$ cat src/flash_consts.svh
// Constants for the flash write guard and power controller
`ifndef FLASH_CONSTS_SVH
`define FLASH_CONSTS_SVH

// ==========================================================
// Control byte layout
`define CTL_MAN_BIT      0
`define CTL_AUTO_BIT     1
`define CTL_ABORT_BIT    3
`define CTL_KEY_LSB      4
`define CTL_KEY_MSB      7
`define KEY_ENABLE       4'h3
`define KEY_PROTECT      4'hc
`define MAN_RESET        1'b1
`define AUTO_RESET       1'b0

// ==========================================================
// Status byte layout
`define STAT_WIP_BIT     0
`define STAT_READY_BIT   1

// ==========================================================
// Flash window, page and fill byte
`define FLASH_BASE       16'h4000
`define FILL_BYTE        8'hff
`define PAGE_BYTES       128

// ==========================================================
// Warm-up lengths in periods of the selected clock
`define WARM_FC_PERIODS  1024
`define WARM_FS_PERIODS  8
`define FC_DIV_DEFAULT   1
`define FS_DIV_DEFAULT   3815

// ==========================================================
// Host Wishbone register offsets
`define HOST_CTRL        8'h00
`define HOST_STATUS      8'h04
`define HOST_ADDR        8'h08
`define HOST_DATA        8'h0c
`define HOST_MODE        8'h10
`define HOST_EVENT       8'h14
`define MODE_RAM_BIT     0
`define MODE_PROM_BIT    1
`define MODE_SLOW_BIT    2
`define MODE_FETCH_BIT   3
`define EV_STOP_IN       0
`define EV_STOP_OUT      1
`define EV_HALT_IN       2
`define EV_HALT_OUT      3
`define EV_NMI           4

`endif

$ cat src/flash_pkg.sv
// Types shared by both ends of the flash control link
package flash_pkg;

  typedef enum logic [3:0] {
    ST_OFF   = 4'b0001,
    ST_WARM  = 4'b0010,
    ST_ON    = 4'b0100,
    ST_ABORT = 4'b1000
  } power_state_t;

endpackage

$ cat src/flash_link_if.sv
// Link between the CPU side and the flash controller
`timescale 1ns/100ps
interface flash_link_if;
  logic        ctrl_we;
  logic [7:0]  ctrl_wdata;
  logic        exec_ram;
  logic        prom_mode;
  logic        slow_sel;
  logic        fl_we;
  logic        fl_re;
  logic        fl_fetch;
  logic [15:0] fl_addr;
  logic [7:0]  fl_wdata;
  logic        stop_enter;
  logic        stop_exit;
  logic        halt_enter;
  logic        halt_exit;
  logic        nmi;
  logic [7:0]  ctrl_rdata;
  logic [7:0]  stat_rdata;
  logic [7:0]  fl_rdata;
  logic        cpu_wait;
  logic        soft_int;

  modport dev (
    input  ctrl_we, ctrl_wdata, exec_ram, prom_mode, slow_sel,
    input  fl_we, fl_re, fl_fetch, fl_addr, fl_wdata,
    input  stop_enter, stop_exit, halt_enter, halt_exit, nmi,
    output ctrl_rdata, stat_rdata, fl_rdata, cpu_wait, soft_int
  );

  modport cpu (
    output ctrl_we, ctrl_wdata, exec_ram, prom_mode, slow_sel,
    output fl_we, fl_re, fl_fetch, fl_addr, fl_wdata,
    output stop_enter, stop_exit, halt_enter, halt_exit, nmi,
    input  ctrl_rdata, stat_rdata, fl_rdata, cpu_wait, soft_int
  );
endinterface

$ cat src/flash_guard.sv
// Flash write guard, forced stop and power gating controller
//
// The implementer's own choices: the Wishbone interface to the registers and the address map.
`include "flash_consts.svh"
`timescale 1ns/100ps
module flash_guard
  import flash_pkg::*;
#(
  parameter int FC_DIV = `FC_DIV_DEFAULT,
  parameter int FS_DIV = `FS_DIV_DEFAULT
) (
  input  wire logic       clk_i,
  input  wire logic       rst_i,
  flash_link_if.dev       link,
  output logic            buf_wr_o,
  output logic [6:0]      buf_idx_o,
  output logic [7:0]      buf_data_o,
  output logic [9:0]      page_o,
  output logic            prog_start_o,
  input  wire logic       prog_done_i,
  input  wire logic [7:0] array_rdata_i,
  output logic            power_on_o
);

  localparam logic [10:0] FC_LAST = 11'(`WARM_FC_PERIODS - 1);
  localparam logic [10:0] FS_LAST = 11'(`WARM_FS_PERIODS - 1);
  localparam logic [6:0]  IDX_LAST = 7'(`PAGE_BYTES - 1);

  generate
    if (FC_DIV < 1 || FS_DIV < 1 || FC_DIV > 65535 || FS_DIV > 65535) begin
      $error("flash_guard: divider out of range");
    end
  endgenerate

  // ==========================================================
  // Clock enables for the fast and slow warm-up rates
  logic [15:0]  fc_div_reg;
  logic [15:0]  fs_div_reg;
  wire          fc_tick = (fc_div_reg == 16'(FC_DIV - 1));
  wire          fs_tick = (fs_div_reg == 16'(FS_DIV - 1));

  always_ff @(posedge clk_i) begin
    if (rst_i || fc_tick) begin
      fc_div_reg <= 16'h0000;
    end else begin
      fc_div_reg <= fc_div_reg + 16'h0001;
    end
  end

  always_ff @(posedge clk_i) begin
    if (rst_i || fs_tick) begin
      fs_div_reg <= 16'h0000;
    end else begin
      fs_div_reg <= fs_div_reg + 16'h0001;
    end
  end

  // ==========================================================
  // State
  power_state_t state_reg;
  power_state_t state_next;
  logic [3:0]   key_reg;
  logic         man_reg;
  logic         auto_reg;
  logic         wip_reg;
  logic         prog_reg;
  logic [6:0]   cnt_reg;
  logic [10:0]  wcnt_reg;
  logic         wait_reg;
  logic         wait_next;
  logic [7:0]   rdata_reg;
  logic         sint_reg;
  logic [9:0]   page_reg;

  // ==========================================================
  // Decoding
  wire        ready     = (state_reg == ST_ON);
  wire        ctrl_ok   = link.ctrl_we && link.exec_ram;
  wire        man_wr    = link.ctrl_wdata[`CTL_MAN_BIT];
  wire        man_rise  = ctrl_ok && man_wr && !man_reg;
  wire        man_fall  = ctrl_ok && !man_wr && man_reg;
  wire        abort_req = ctrl_ok && link.ctrl_wdata[`CTL_ABORT_BIT];
  wire        nmi_wake  = link.nmi && !man_reg;
  wire        halt_cut  = man_reg && !auto_reg;
  // Stop always cuts a powered circuit; halt only with auto clear
  wire        power_cut = man_fall
                       || (link.stop_enter && man_reg)
                       || (link.halt_enter && halt_cut);
  // Release from stop or halt only warms if the circuit was powered
  wire        wake_wait = nmi_wake
                       || (link.stop_exit && man_reg)
                       || (link.halt_exit && halt_cut);
  wire        abort_warm = abort_req && wip_reg;
  wire        tick      = link.slow_sel ? fs_tick : fc_tick;
  wire [10:0] warm_last = link.slow_sel ? FS_LAST : FC_LAST;
  wire        warm_done = tick && (wcnt_reg == warm_last);
  wire        in_range  = (link.fl_addr >= `FLASH_BASE);
  // Writes during a pending program or an abort are dropped silently
  wire        write_ok  = link.fl_we && (key_reg == `KEY_ENABLE)
                       && link.prom_mode && in_range
                       && ready && !prog_reg && !abort_req;
  wire        page_full = write_ok && (cnt_reg == IDX_LAST);
  wire        wip_done  = (state_reg == ST_ABORT && warm_done)
                       || prog_done_i;

  // ==========================================================
  // Power and warm-up sequencer
  always_comb begin
    state_next = state_reg;
    wait_next  = 1'b0;
    case (state_reg)
      ST_OFF: begin
        if (wake_wait || man_rise) begin
          state_next = ST_WARM;
          wait_next  = wake_wait;
        end
      end
      ST_WARM: begin
        if (power_cut) begin
          state_next = ST_OFF;
        end else if (warm_done) begin
          state_next = ST_ON;
        end else begin
          // NMI during a polled warm-up still halts the CPU
          wait_next = wait_reg || link.nmi;
        end
      end
      ST_ON: begin
        if (power_cut) begin
          state_next = ST_OFF;
        end else if (abort_warm) begin
          state_next = ST_ABORT;
          wait_next  = 1'b1;
        end
      end
      ST_ABORT: begin
        if (power_cut) begin
          state_next = ST_OFF;
        end else if (warm_done) begin
          state_next = ST_ON;
        end else begin
          wait_next = 1'b1;
        end
      end
      default: begin
        state_next = ST_OFF;
      end
    endcase
  end

  always_ff @(posedge clk_i) begin
    if (rst_i) begin
      state_reg <= ST_WARM;
      wait_reg  <= 1'b0;
      wcnt_reg  <= 11'h000;
    end else begin
      state_reg <= state_next;
      wait_reg  <= wait_next;
      if (state_next != state_reg) begin
        wcnt_reg <= 11'h000;
      end else if (tick) begin
        wcnt_reg <= wcnt_reg + 11'h001;
      end
    end
  end

  // ==========================================================
  // Control bits
  always_ff @(posedge clk_i) begin
    if (rst_i) begin
      key_reg  <= `KEY_PROTECT;
      man_reg  <= `MAN_RESET;
      auto_reg <= `AUTO_RESET;
    end else begin
      if (ctrl_ok) begin
        key_reg <= link.ctrl_wdata[`CTL_KEY_MSB:`CTL_KEY_LSB];
      end
      if (nmi_wake) begin
        man_reg <= 1'b1;
      end else if (ctrl_ok) begin
        man_reg <= man_wr;
      end
      // Auto bit is writable from any fetch area
      if (link.ctrl_we) begin
        auto_reg <= link.ctrl_wdata[`CTL_AUTO_BIT];
      end
    end
  end

  // ==========================================================
  // Page buffer counter and busy flag
  always_ff @(posedge clk_i) begin
    if (rst_i) begin
      cnt_reg  <= 7'h00;
      wip_reg  <= 1'b0;
      prog_reg <= 1'b0;
      page_reg <= 10'h000;
    end else begin
      if (abort_req) begin
        cnt_reg <= 7'h00;
      end else if (write_ok) begin
        cnt_reg <= cnt_reg + 7'h01;
      end
      if (write_ok && cnt_reg == 7'h00) begin
        wip_reg  <= 1'b1;
        page_reg <= link.fl_addr[15:6];
      end else if (wip_done) begin
        wip_reg <= 1'b0;
      end
      // Program only starts on a full page; an abort before it
      // leaves the array untouched
      if (page_full) begin
        prog_reg <= 1'b1;
      end else if (wip_done) begin
        prog_reg <= 1'b0;
      end
    end
  end

  always_ff @(posedge clk_i) begin
    if (rst_i) begin
      buf_wr_o     <= 1'b0;
      buf_idx_o    <= 7'h00;
      buf_data_o   <= 8'h00;
      prog_start_o <= 1'b0;
    end else begin
      buf_wr_o     <= write_ok;
      buf_idx_o    <= cnt_reg;
      buf_data_o   <= link.fl_wdata;
      prog_start_o <= page_full;
    end
  end

  // ==========================================================
  // Flash read path
  wire        can_read  = ready && !wip_reg;
  wire [7:0]  read_byte = can_read ? array_rdata_i : `FILL_BYTE;

  always_ff @(posedge clk_i) begin
    if (rst_i) begin
      rdata_reg <= `FILL_BYTE;
      sint_reg  <= 1'b0;
    end else begin
      if (link.fl_re) begin
        rdata_reg <= read_byte;
      end
      sint_reg <= link.fl_re && link.fl_fetch && (read_byte == `FILL_BYTE);
    end
  end

  // ==========================================================
  // Outputs
  assign page_o          = page_reg;
  assign power_on_o      = (state_reg != ST_OFF);
  assign link.cpu_wait   = wait_reg;
  assign link.soft_int   = sint_reg;
  assign link.fl_rdata   = rdata_reg;
  assign link.ctrl_rdata = {key_reg, 2'b00, auto_reg, man_reg};
  assign link.stat_rdata = {6'h00, ready, wip_reg};

endmodule

$ cat src/flat_wrapper.sv
// flat-port wrapper written by rule: the top's interface ports become plain ports
module flash_guard_flat import flash_pkg::*;
#(
  parameter int FC_DIV = `FC_DIV_DEFAULT,
  parameter int FS_DIV = `FS_DIV_DEFAULT
)
  (clk_i, rst_i, buf_wr_o, buf_idx_o, buf_data_o, page_o, prog_start_o, prog_done_i, array_rdata_i, power_on_o, link_ctrl_we, link_ctrl_wdata, link_exec_ram, link_prom_mode, link_slow_sel, link_fl_we, link_fl_re, link_fl_fetch, link_fl_addr, link_fl_wdata, link_stop_enter, link_stop_exit, link_halt_enter, link_halt_exit, link_nmi, link_ctrl_rdata, link_stat_rdata, link_fl_rdata, link_cpu_wait, link_soft_int);
  flash_link_if link_i ();
  input  wire logic clk_i;
  input  wire logic rst_i;
  output logic buf_wr_o;
  output logic [6:0] buf_idx_o;
  output logic [7:0] buf_data_o;
  output logic [9:0] page_o;
  output logic prog_start_o;
  input  wire logic prog_done_i;
  input  wire logic [7:0] array_rdata_i;
  output logic power_on_o;
  input wire logic [$bits(link_i.ctrl_we)-1:0] link_ctrl_we;
  input wire logic [$bits(link_i.ctrl_wdata)-1:0] link_ctrl_wdata;
  input wire logic [$bits(link_i.exec_ram)-1:0] link_exec_ram;
  input wire logic [$bits(link_i.prom_mode)-1:0] link_prom_mode;
  input wire logic [$bits(link_i.slow_sel)-1:0] link_slow_sel;
  input wire logic [$bits(link_i.fl_we)-1:0] link_fl_we;
  input wire logic [$bits(link_i.fl_re)-1:0] link_fl_re;
  input wire logic [$bits(link_i.fl_fetch)-1:0] link_fl_fetch;
  input wire logic [$bits(link_i.fl_addr)-1:0] link_fl_addr;
  input wire logic [$bits(link_i.fl_wdata)-1:0] link_fl_wdata;
  input wire logic [$bits(link_i.stop_enter)-1:0] link_stop_enter;
  input wire logic [$bits(link_i.stop_exit)-1:0] link_stop_exit;
  input wire logic [$bits(link_i.halt_enter)-1:0] link_halt_enter;
  input wire logic [$bits(link_i.halt_exit)-1:0] link_halt_exit;
  input wire logic [$bits(link_i.nmi)-1:0] link_nmi;
  output wire logic [$bits(link_i.ctrl_rdata)-1:0] link_ctrl_rdata;
  output wire logic [$bits(link_i.stat_rdata)-1:0] link_stat_rdata;
  output wire logic [$bits(link_i.fl_rdata)-1:0] link_fl_rdata;
  output wire logic [$bits(link_i.cpu_wait)-1:0] link_cpu_wait;
  output wire logic [$bits(link_i.soft_int)-1:0] link_soft_int;
  assign link_i.ctrl_we = link_ctrl_we;
  assign link_i.ctrl_wdata = link_ctrl_wdata;
  assign link_i.exec_ram = link_exec_ram;
  assign link_i.prom_mode = link_prom_mode;
  assign link_i.slow_sel = link_slow_sel;
  assign link_i.fl_we = link_fl_we;
  assign link_i.fl_re = link_fl_re;
  assign link_i.fl_fetch = link_fl_fetch;
  assign link_i.fl_addr = link_fl_addr;
  assign link_i.fl_wdata = link_fl_wdata;
  assign link_i.stop_enter = link_stop_enter;
  assign link_i.stop_exit = link_stop_exit;
  assign link_i.halt_enter = link_halt_enter;
  assign link_i.halt_exit = link_halt_exit;
  assign link_i.nmi = link_nmi;
  assign link_ctrl_rdata = link_i.ctrl_rdata;
  assign link_stat_rdata = link_i.stat_rdata;
  assign link_fl_rdata = link_i.fl_rdata;
  assign link_cpu_wait = link_i.cpu_wait;
  assign link_soft_int = link_i.soft_int;
  flash_guard #(.FC_DIV(FC_DIV), .FS_DIV(FS_DIV)) u_core (.clk_i(clk_i), .rst_i(rst_i), .link(link_i), .buf_wr_o(buf_wr_o), .buf_idx_o(buf_idx_o), .buf_data_o(buf_data_o), .page_o(page_o), .prog_start_o(prog_start_o), .prog_done_i(prog_done_i), .array_rdata_i(array_rdata_i), .power_on_o(power_on_o));
endmodule
$ cat config.mk
export PLATFORM = sky130hd
export DESIGN_NAME = flash_guard_flat
export DESIGN_NICKNAME = d
export VERILOG_FILES = /design/src/flash_pkg.sv /design/src/flash_link_if.sv /design/src/flash_guard.sv /design/src/flat_wrapper.sv
export VERILOG_INCLUDE_DIRS = /design/src
export SDC_FILE = /design/constraint.sdc
export NUM_CORES = 1
export LEC_CHECK = 0
export BUFFER_PORTS_ARGS = -buffer_cell sky130_fd_sc_hd__buf_2
export CAP_MARGIN = 0
export CORE_MARGIN = 2
export CORE_UTILIZATION = 40
export CTS_CLUSTER_DIAMETER = 40
export DETAILED_ROUTE_END_ITERATION = 10
export SLEW_MARGIN = 10
export SYNTH_ARGS = -nofsm -noshare
export SYNTH_HDL_FRONTEND = slang
export SYNTH_SLANG_ARGS = --single-unit
$ cat constraint.sdc
create_clock -name clk_i -period 4.45 [get_ports clk_i]
set_input_delay 0.6675 -clock clk_i [delete_from_list [all_inputs] [get_ports clk_i]]
set_output_delay 0.6675 -clock clk_i [all_outputs]
set_load 0.005 [all_outputs]
After elaboration in Yosys (flattened, before gate mapping)

Cells that the tools add are included.

Add/subtract/negate cells: 4
$mul: 0
Div/mod/pow operators: 0
$lt $le $gt $ge: 1
Equal/unequal tests: 11
Shift-type cells: 0
Mux-type cells: 20
Bitwise operators: 0
Reductions and logical operators: 49

Operators by type and width:

| operator              | count |
|---|---|
| $add 16x1->16 const B | 2 |
| $logic_and 1x1->1     | 26 |
| $mux 4                | 5 |
| $eq 16x12->1 const B  | 1 |
| $ge 16x15->1 const B  | 1 |
| $logic_not 16->1      | 1 |
| $pmux 4 s3            | 1 |
| $add 11x1->11 const B | 1 |
| $eq 11x11->1          | 1 |
| $mux 1                | 11 |
| $mux 10               | 1 |
| $logic_or 1x1->1      | 9 |
| $eq 4x2->1 const B    | 2 |
| $eq 8x8->1 const B    | 1 |
| $mux 8                | 1 |
| $reduce_or 2->1       | 4 |
| $add 7x1->7 const B   | 1 |
| $eq 7x7->1 const B    | 1 |
| $logic_not 7->1       | 1 |
| $logic_not 1->1       | 6 |
| $eq 4x1->1 const B    | 1 |
| $eq 4x3->1 const B    | 1 |
| $eq 4x4->1 const B    | 1 |
| $ne 4x1->1 const B    | 1 |
| other kinds (3)       | 4 |

Flip-flop bits (word level): 99
Bits in latches: 0
Memory bits (writable): 0
ROM bits: 0
Output and inout port bits: 54
Word-level logic and storage cells: 103
Memories: 0

Logic depth before layout (Yosys ltp)

Depth after elaboration: 9
Gate-level depth with buffers: 8

Least setup slack after synthesis

No wires, ideal clock.

Path kind: input port to flip-flop
From: in link_exec_ram
To: reg u_core.wcnt_reg[10]
Setup time: 0.079 ns
Arrival time: 1.980 ns
Path slack: 2.392 ns
Cell stages on the path: 7
Path buffers: 2
Cell sequence: and3b_1 > o31a_1 > buf_2 > o41ai_1 > o2111ai_1 > buf_2 > nor3_1

Word-level cells in the longest chain between the ends: 9
Elaborated cells between the ends (all ways): 17
Classes of those cells: 1 x eq/ne; 5 x mux; 11 x reduce/logical

RTL lines:

| what                             | line                                   | text |
|---|---|---|
| start, declared                  | flat_wrapper.sv:21                     | `input wire logic [$bits(link_i.exec_ram)-1:0] link_exec_ram;` |
| $logic_and 1x1->1 *              | flash_guard.sv:78                      | `wire ctrl_ok = link.ctrl_we && link.exec_ram;` |
| $logic_and 1x1->1 (2 in a row)   | flash_guard.sv:81                      | `wire man_fall = ctrl_ok && !man_wr && man_reg;` |
| $logic_or 1x1->1                 | flash_guard.sv:87                      | `\|\| (link.stop_enter && man_reg)` |
| $logic_or 1x1->1                 | flash_guard.sv:88                      | `\|\| (link.halt_enter && halt_cut);` |
| $mux 4, on equally long branches | flash_guard.sv:137, flash_guard.sv:129 |  |
| $pmux 4 s3 *                     | flash_guard.sv:111                     | `case (state_reg)` |
| $ne 4x4->1 *                     | flash_guard.sv:159                     | `if (state_next != state_reg) begin` |
| $reduce_or 2->1 (no line) *      | --                                     |  |
| end signal, assigned             | flash_guard.sv:162                     | `wcnt_reg <= wcnt_reg + 11'h001;` |
| end, declared                    | flash_guard.sv:68                      | `logic [10:0] wcnt_reg;` |

Mark *: on every way between the ends. The rest lies on a longest branch, timed or not.
A chain may end at the register's enable or synchronous reset.

Final worst setup path

From: reg u_core.state_reg[2]
To: reg u_core.page_reg[2] (netlist: u_core.page_o[2])

Word-level cells in the longest chain between the ends: 5

RTL lines:

| what                           | line               | text |
|---|---|---|
| start, declared                | flash_guard.sv:60  | `power_state_t state_reg;` |
| start signal, assigned         | flash_guard.sv:157 | `state_reg <= state_next;` |
| $eq 4x3->1                     | flash_guard.sv:77  | `wire ready = (state_reg == ST_ON);` |
| $logic_and 1x1->1 (3 in a row) | flash_guard.sv:99  | `` wire write_ok = link.fl_we && (key_reg == `KEY_ENABLE) `` |
| $logic_and 1x1->1              | flash_guard.sv:204 | `if (write_ok && cnt_reg == 7'h00) begin` |
| end signal, assigned           | flash_guard.sv:206 | `page_reg <= link.fl_addr[15:6];` |
| end, declared                  | flash_guard.sv:73  | `logic [9:0] page_reg;` |

Every way passes these cells.

==> results.md <==
- Clock Tree Root: clkbuf_8
- Later-pin clock latency in the skew report: 0.37 ns
- Initial DRC Count: 198
- Overall routing resource usage: 16.5%
- Total routed wirelength: 9.47 mm
- WL per Instance: 13.3 µm
- Synth area leader: dfxtp_1
- Relative slew slack: 30.5%
- Status: completed
- Hold crit path type: register to register
- R2R depth: 6
- DR vias: 3670
- Period utilization: 60.2%
- Hold Fails Final Rpt: 0
- Clock Path Buffers: 2
- Fmax: 373 MHz
- # rows: 38
- Initial core utilization: 40.7%
- Number of I/O pins: 109
- RePlAce Congestion: 0.788
- Cell count after synthesis: 483
- Post-CTS setup buffer count: 0
- Post-synth top area share: 45.1%
- Drt drc: 0
- Initial antenna violation count: 0
- Fin nets: 630
- First-pass GRT wire length: 15.6 mm
- Core Region: 10800 µm²
- Setup TNS: 0 ns
- Syn-to-layout area delta: 17.4%
- Pin count of the biggest net entering global routing: 34
- H-Tree Level Count: 3
- Post-synth ARST share: 0%
- Slew Viols, Final: 0
- Worst Tran Pin Value: 1.04 ns
- Sequential area share after synthesis: 45.1%
- Kind of critical path: register to register
- Yosys cell types: 64
- Avg Cell Area, Syn: 9.09 µm²
- GR Overflow Total: 0
- Ys flop type: dfxtp_1
- Setup violations, final: 0
- Synth top area cells: dfxtp_1 45%, nor2_1 5.5%, xnor2_1 4.6%
- Pre-Repair DR Iteration Count: 4
- Min cycle time layout: 2.68 ns
- Post-DP HPWL: 6.99 mm
- Worst EP arrival: 2.92 ns
- Hold-fix buffers, CTS: 0
- Post-synth EDFFs: 0
- Die W: 109 µm
- CP Max Fanout: 13
- Vias in the first global route: 3386
- CTS tree: built
- Pre-CTS setup slack: 1.73 ns
- Worst Skew: 0.00537 ns
- WHS Path Cells: 1
- PwrDens: 333 nW/µm²
- Post-cts sizing count: 0
- RSZ-0062 raised after global routing: no
- Clock Sinks: 99
- Ys Warns: 0
- Leading cell type in the layout, fill and taps excluded: dfxtp_1
- Setup crit start: u_core.state_reg[2]
- Die H: 109 µm
- Hold Crit Start: u_core.fc_div_reg[0]
- PortBufs: 93
- Pleak: 2.05 nW
- Worst-path clk slew: 0.09 ns
- Post-route ant nets: 0
- CTS buffer count: 9
- Via/cell ratio: 5.15
- Worst reg2reg startpoint: u_core.state_reg[2]
- Register bit total from synthesis: 99
- Ratio of cells with drive above 1 in the final layout: 21.8%
- CP Launch Type: register
- Max VDD drop: 0.138 mV
- Post-route setup slack: 1.77 ns
- Number of max-cap violations: 0
- Commonest cells after routing, fill and taps aside: 99 x dfxtp_1, 93 x buf_2, 64 x nor2_1, 41 x nand2_1, 23 x xnor2_1
- Cell area after synthesis: 4390 µm²
- Setup crit end kind: register
- Layout Utilization: 47.8%
- Final antenna diode count: 0
- Worst Path Required: 4.69 ns
- Full die area: 11800 µm²
[power breakdown]
group / switching, mW / internal, mW
sequential: 0.0132 / 0.897
clock: 0.313 / 0.390
combinational: 0.0584 / 0.0431
total: 0.384 / 1.33
[final timing paths]
check	slack, ns	end
min	0.46	u_core.fc_div_reg[0]
max	1.77	u_core.page_o[2]
min reg2reg	0.46	u_core.fc_div_reg[0]
max reg2reg	1.77	u_core.page_o[2]
[critical path: stages, from the launching register on]
cell,delay (ns)
dfxtp_1,0.61
or4b_4,0.56
clkinv_2,0.10
nand3_1,0.11
nor3_2,0.81
mux2i_1,0.29
nor2_1,0.05
[layout make-up]
type / instances / area [µm²]
inverter: 15 / 57.6
multi-input combinational: 349 / 2220
clock inverter: 6 / 111
sequential: 99 / 1980
timing repair buffer: 94 / 473
tap: 140 / 175
clock buffer: 10 / 138
fill: 1051 / 5640
[synthesized netlist by cell type (2+ instances only)]
master     count
clkbuf_1      10
a2111oi_2      2
o21ai_0        8
nor2_1        64
nand2_1       41
mux2i_1       12
xnor2_1       23
a21oi_1       11
o22ai_1       10
o41ai_1        2
o21a_1         2
and4b_1        3
nand4_1        8
nand3b_1       2
nor2b_1       13
nor3_2         2
and4_1         7
ha_1           7
a21o_1         2
nor3_1        16
nand2b_1       2
dfxtp_1       99
a211oi_1       6
and2_1         4
and3_1        10
a31o_2         2
nor4_1         8
and4bb_2       2
nand3_1       22
inv_1         13
nor4b_1        2
xor2_1        21
buf_4         13
buf_2          2
or3_1          3
[logic make-up (layout without fill, tap and decap cells)]
kind of cell / after synthesis / in the layout / synth area share, %
compound gates: 59 / 59 / 9.43
flops: 99 / 99 / 45.1
simple gates: 218 / 218 / 26.7
mux: 12 / 12 / 2.74
xor+xnor: 44 / 44 / 8.77
fa+ha+maj: 8 / 8 / 2.22
buf+inv: 42 / 125 / 4.96
other cells: 1 / 8 / 0.0854
[layer usage]
metal  vias to the layer above  track usage [%]  wire length (µm)  part of all wire (%)
met1                      1727             21.1              4500                    48
li1                       1848                -                 -                     -
met5                         -                0                 0                     0
met3                        11             3.95               510                   5.4
met4                         0             7.88               138                   1.5
met2                        84             26.3              4320                    46
[stage by stage]
step	cells	hold WS, ns	power (mW)	area [µm²]
2_1_floorplan	490	0.426	0.992	4420
3_5_place_dp	697	0.455	1.03	4910
4_1_cts	713	0.476	1.74	5150
6_report	713	0.464	1.71	5150
5_1_grt	713	0.477	1.79	5150
3_3_place_gp	697	0.440	1.03	4910
Note: power is estimated with default switching activity, not from simulation.
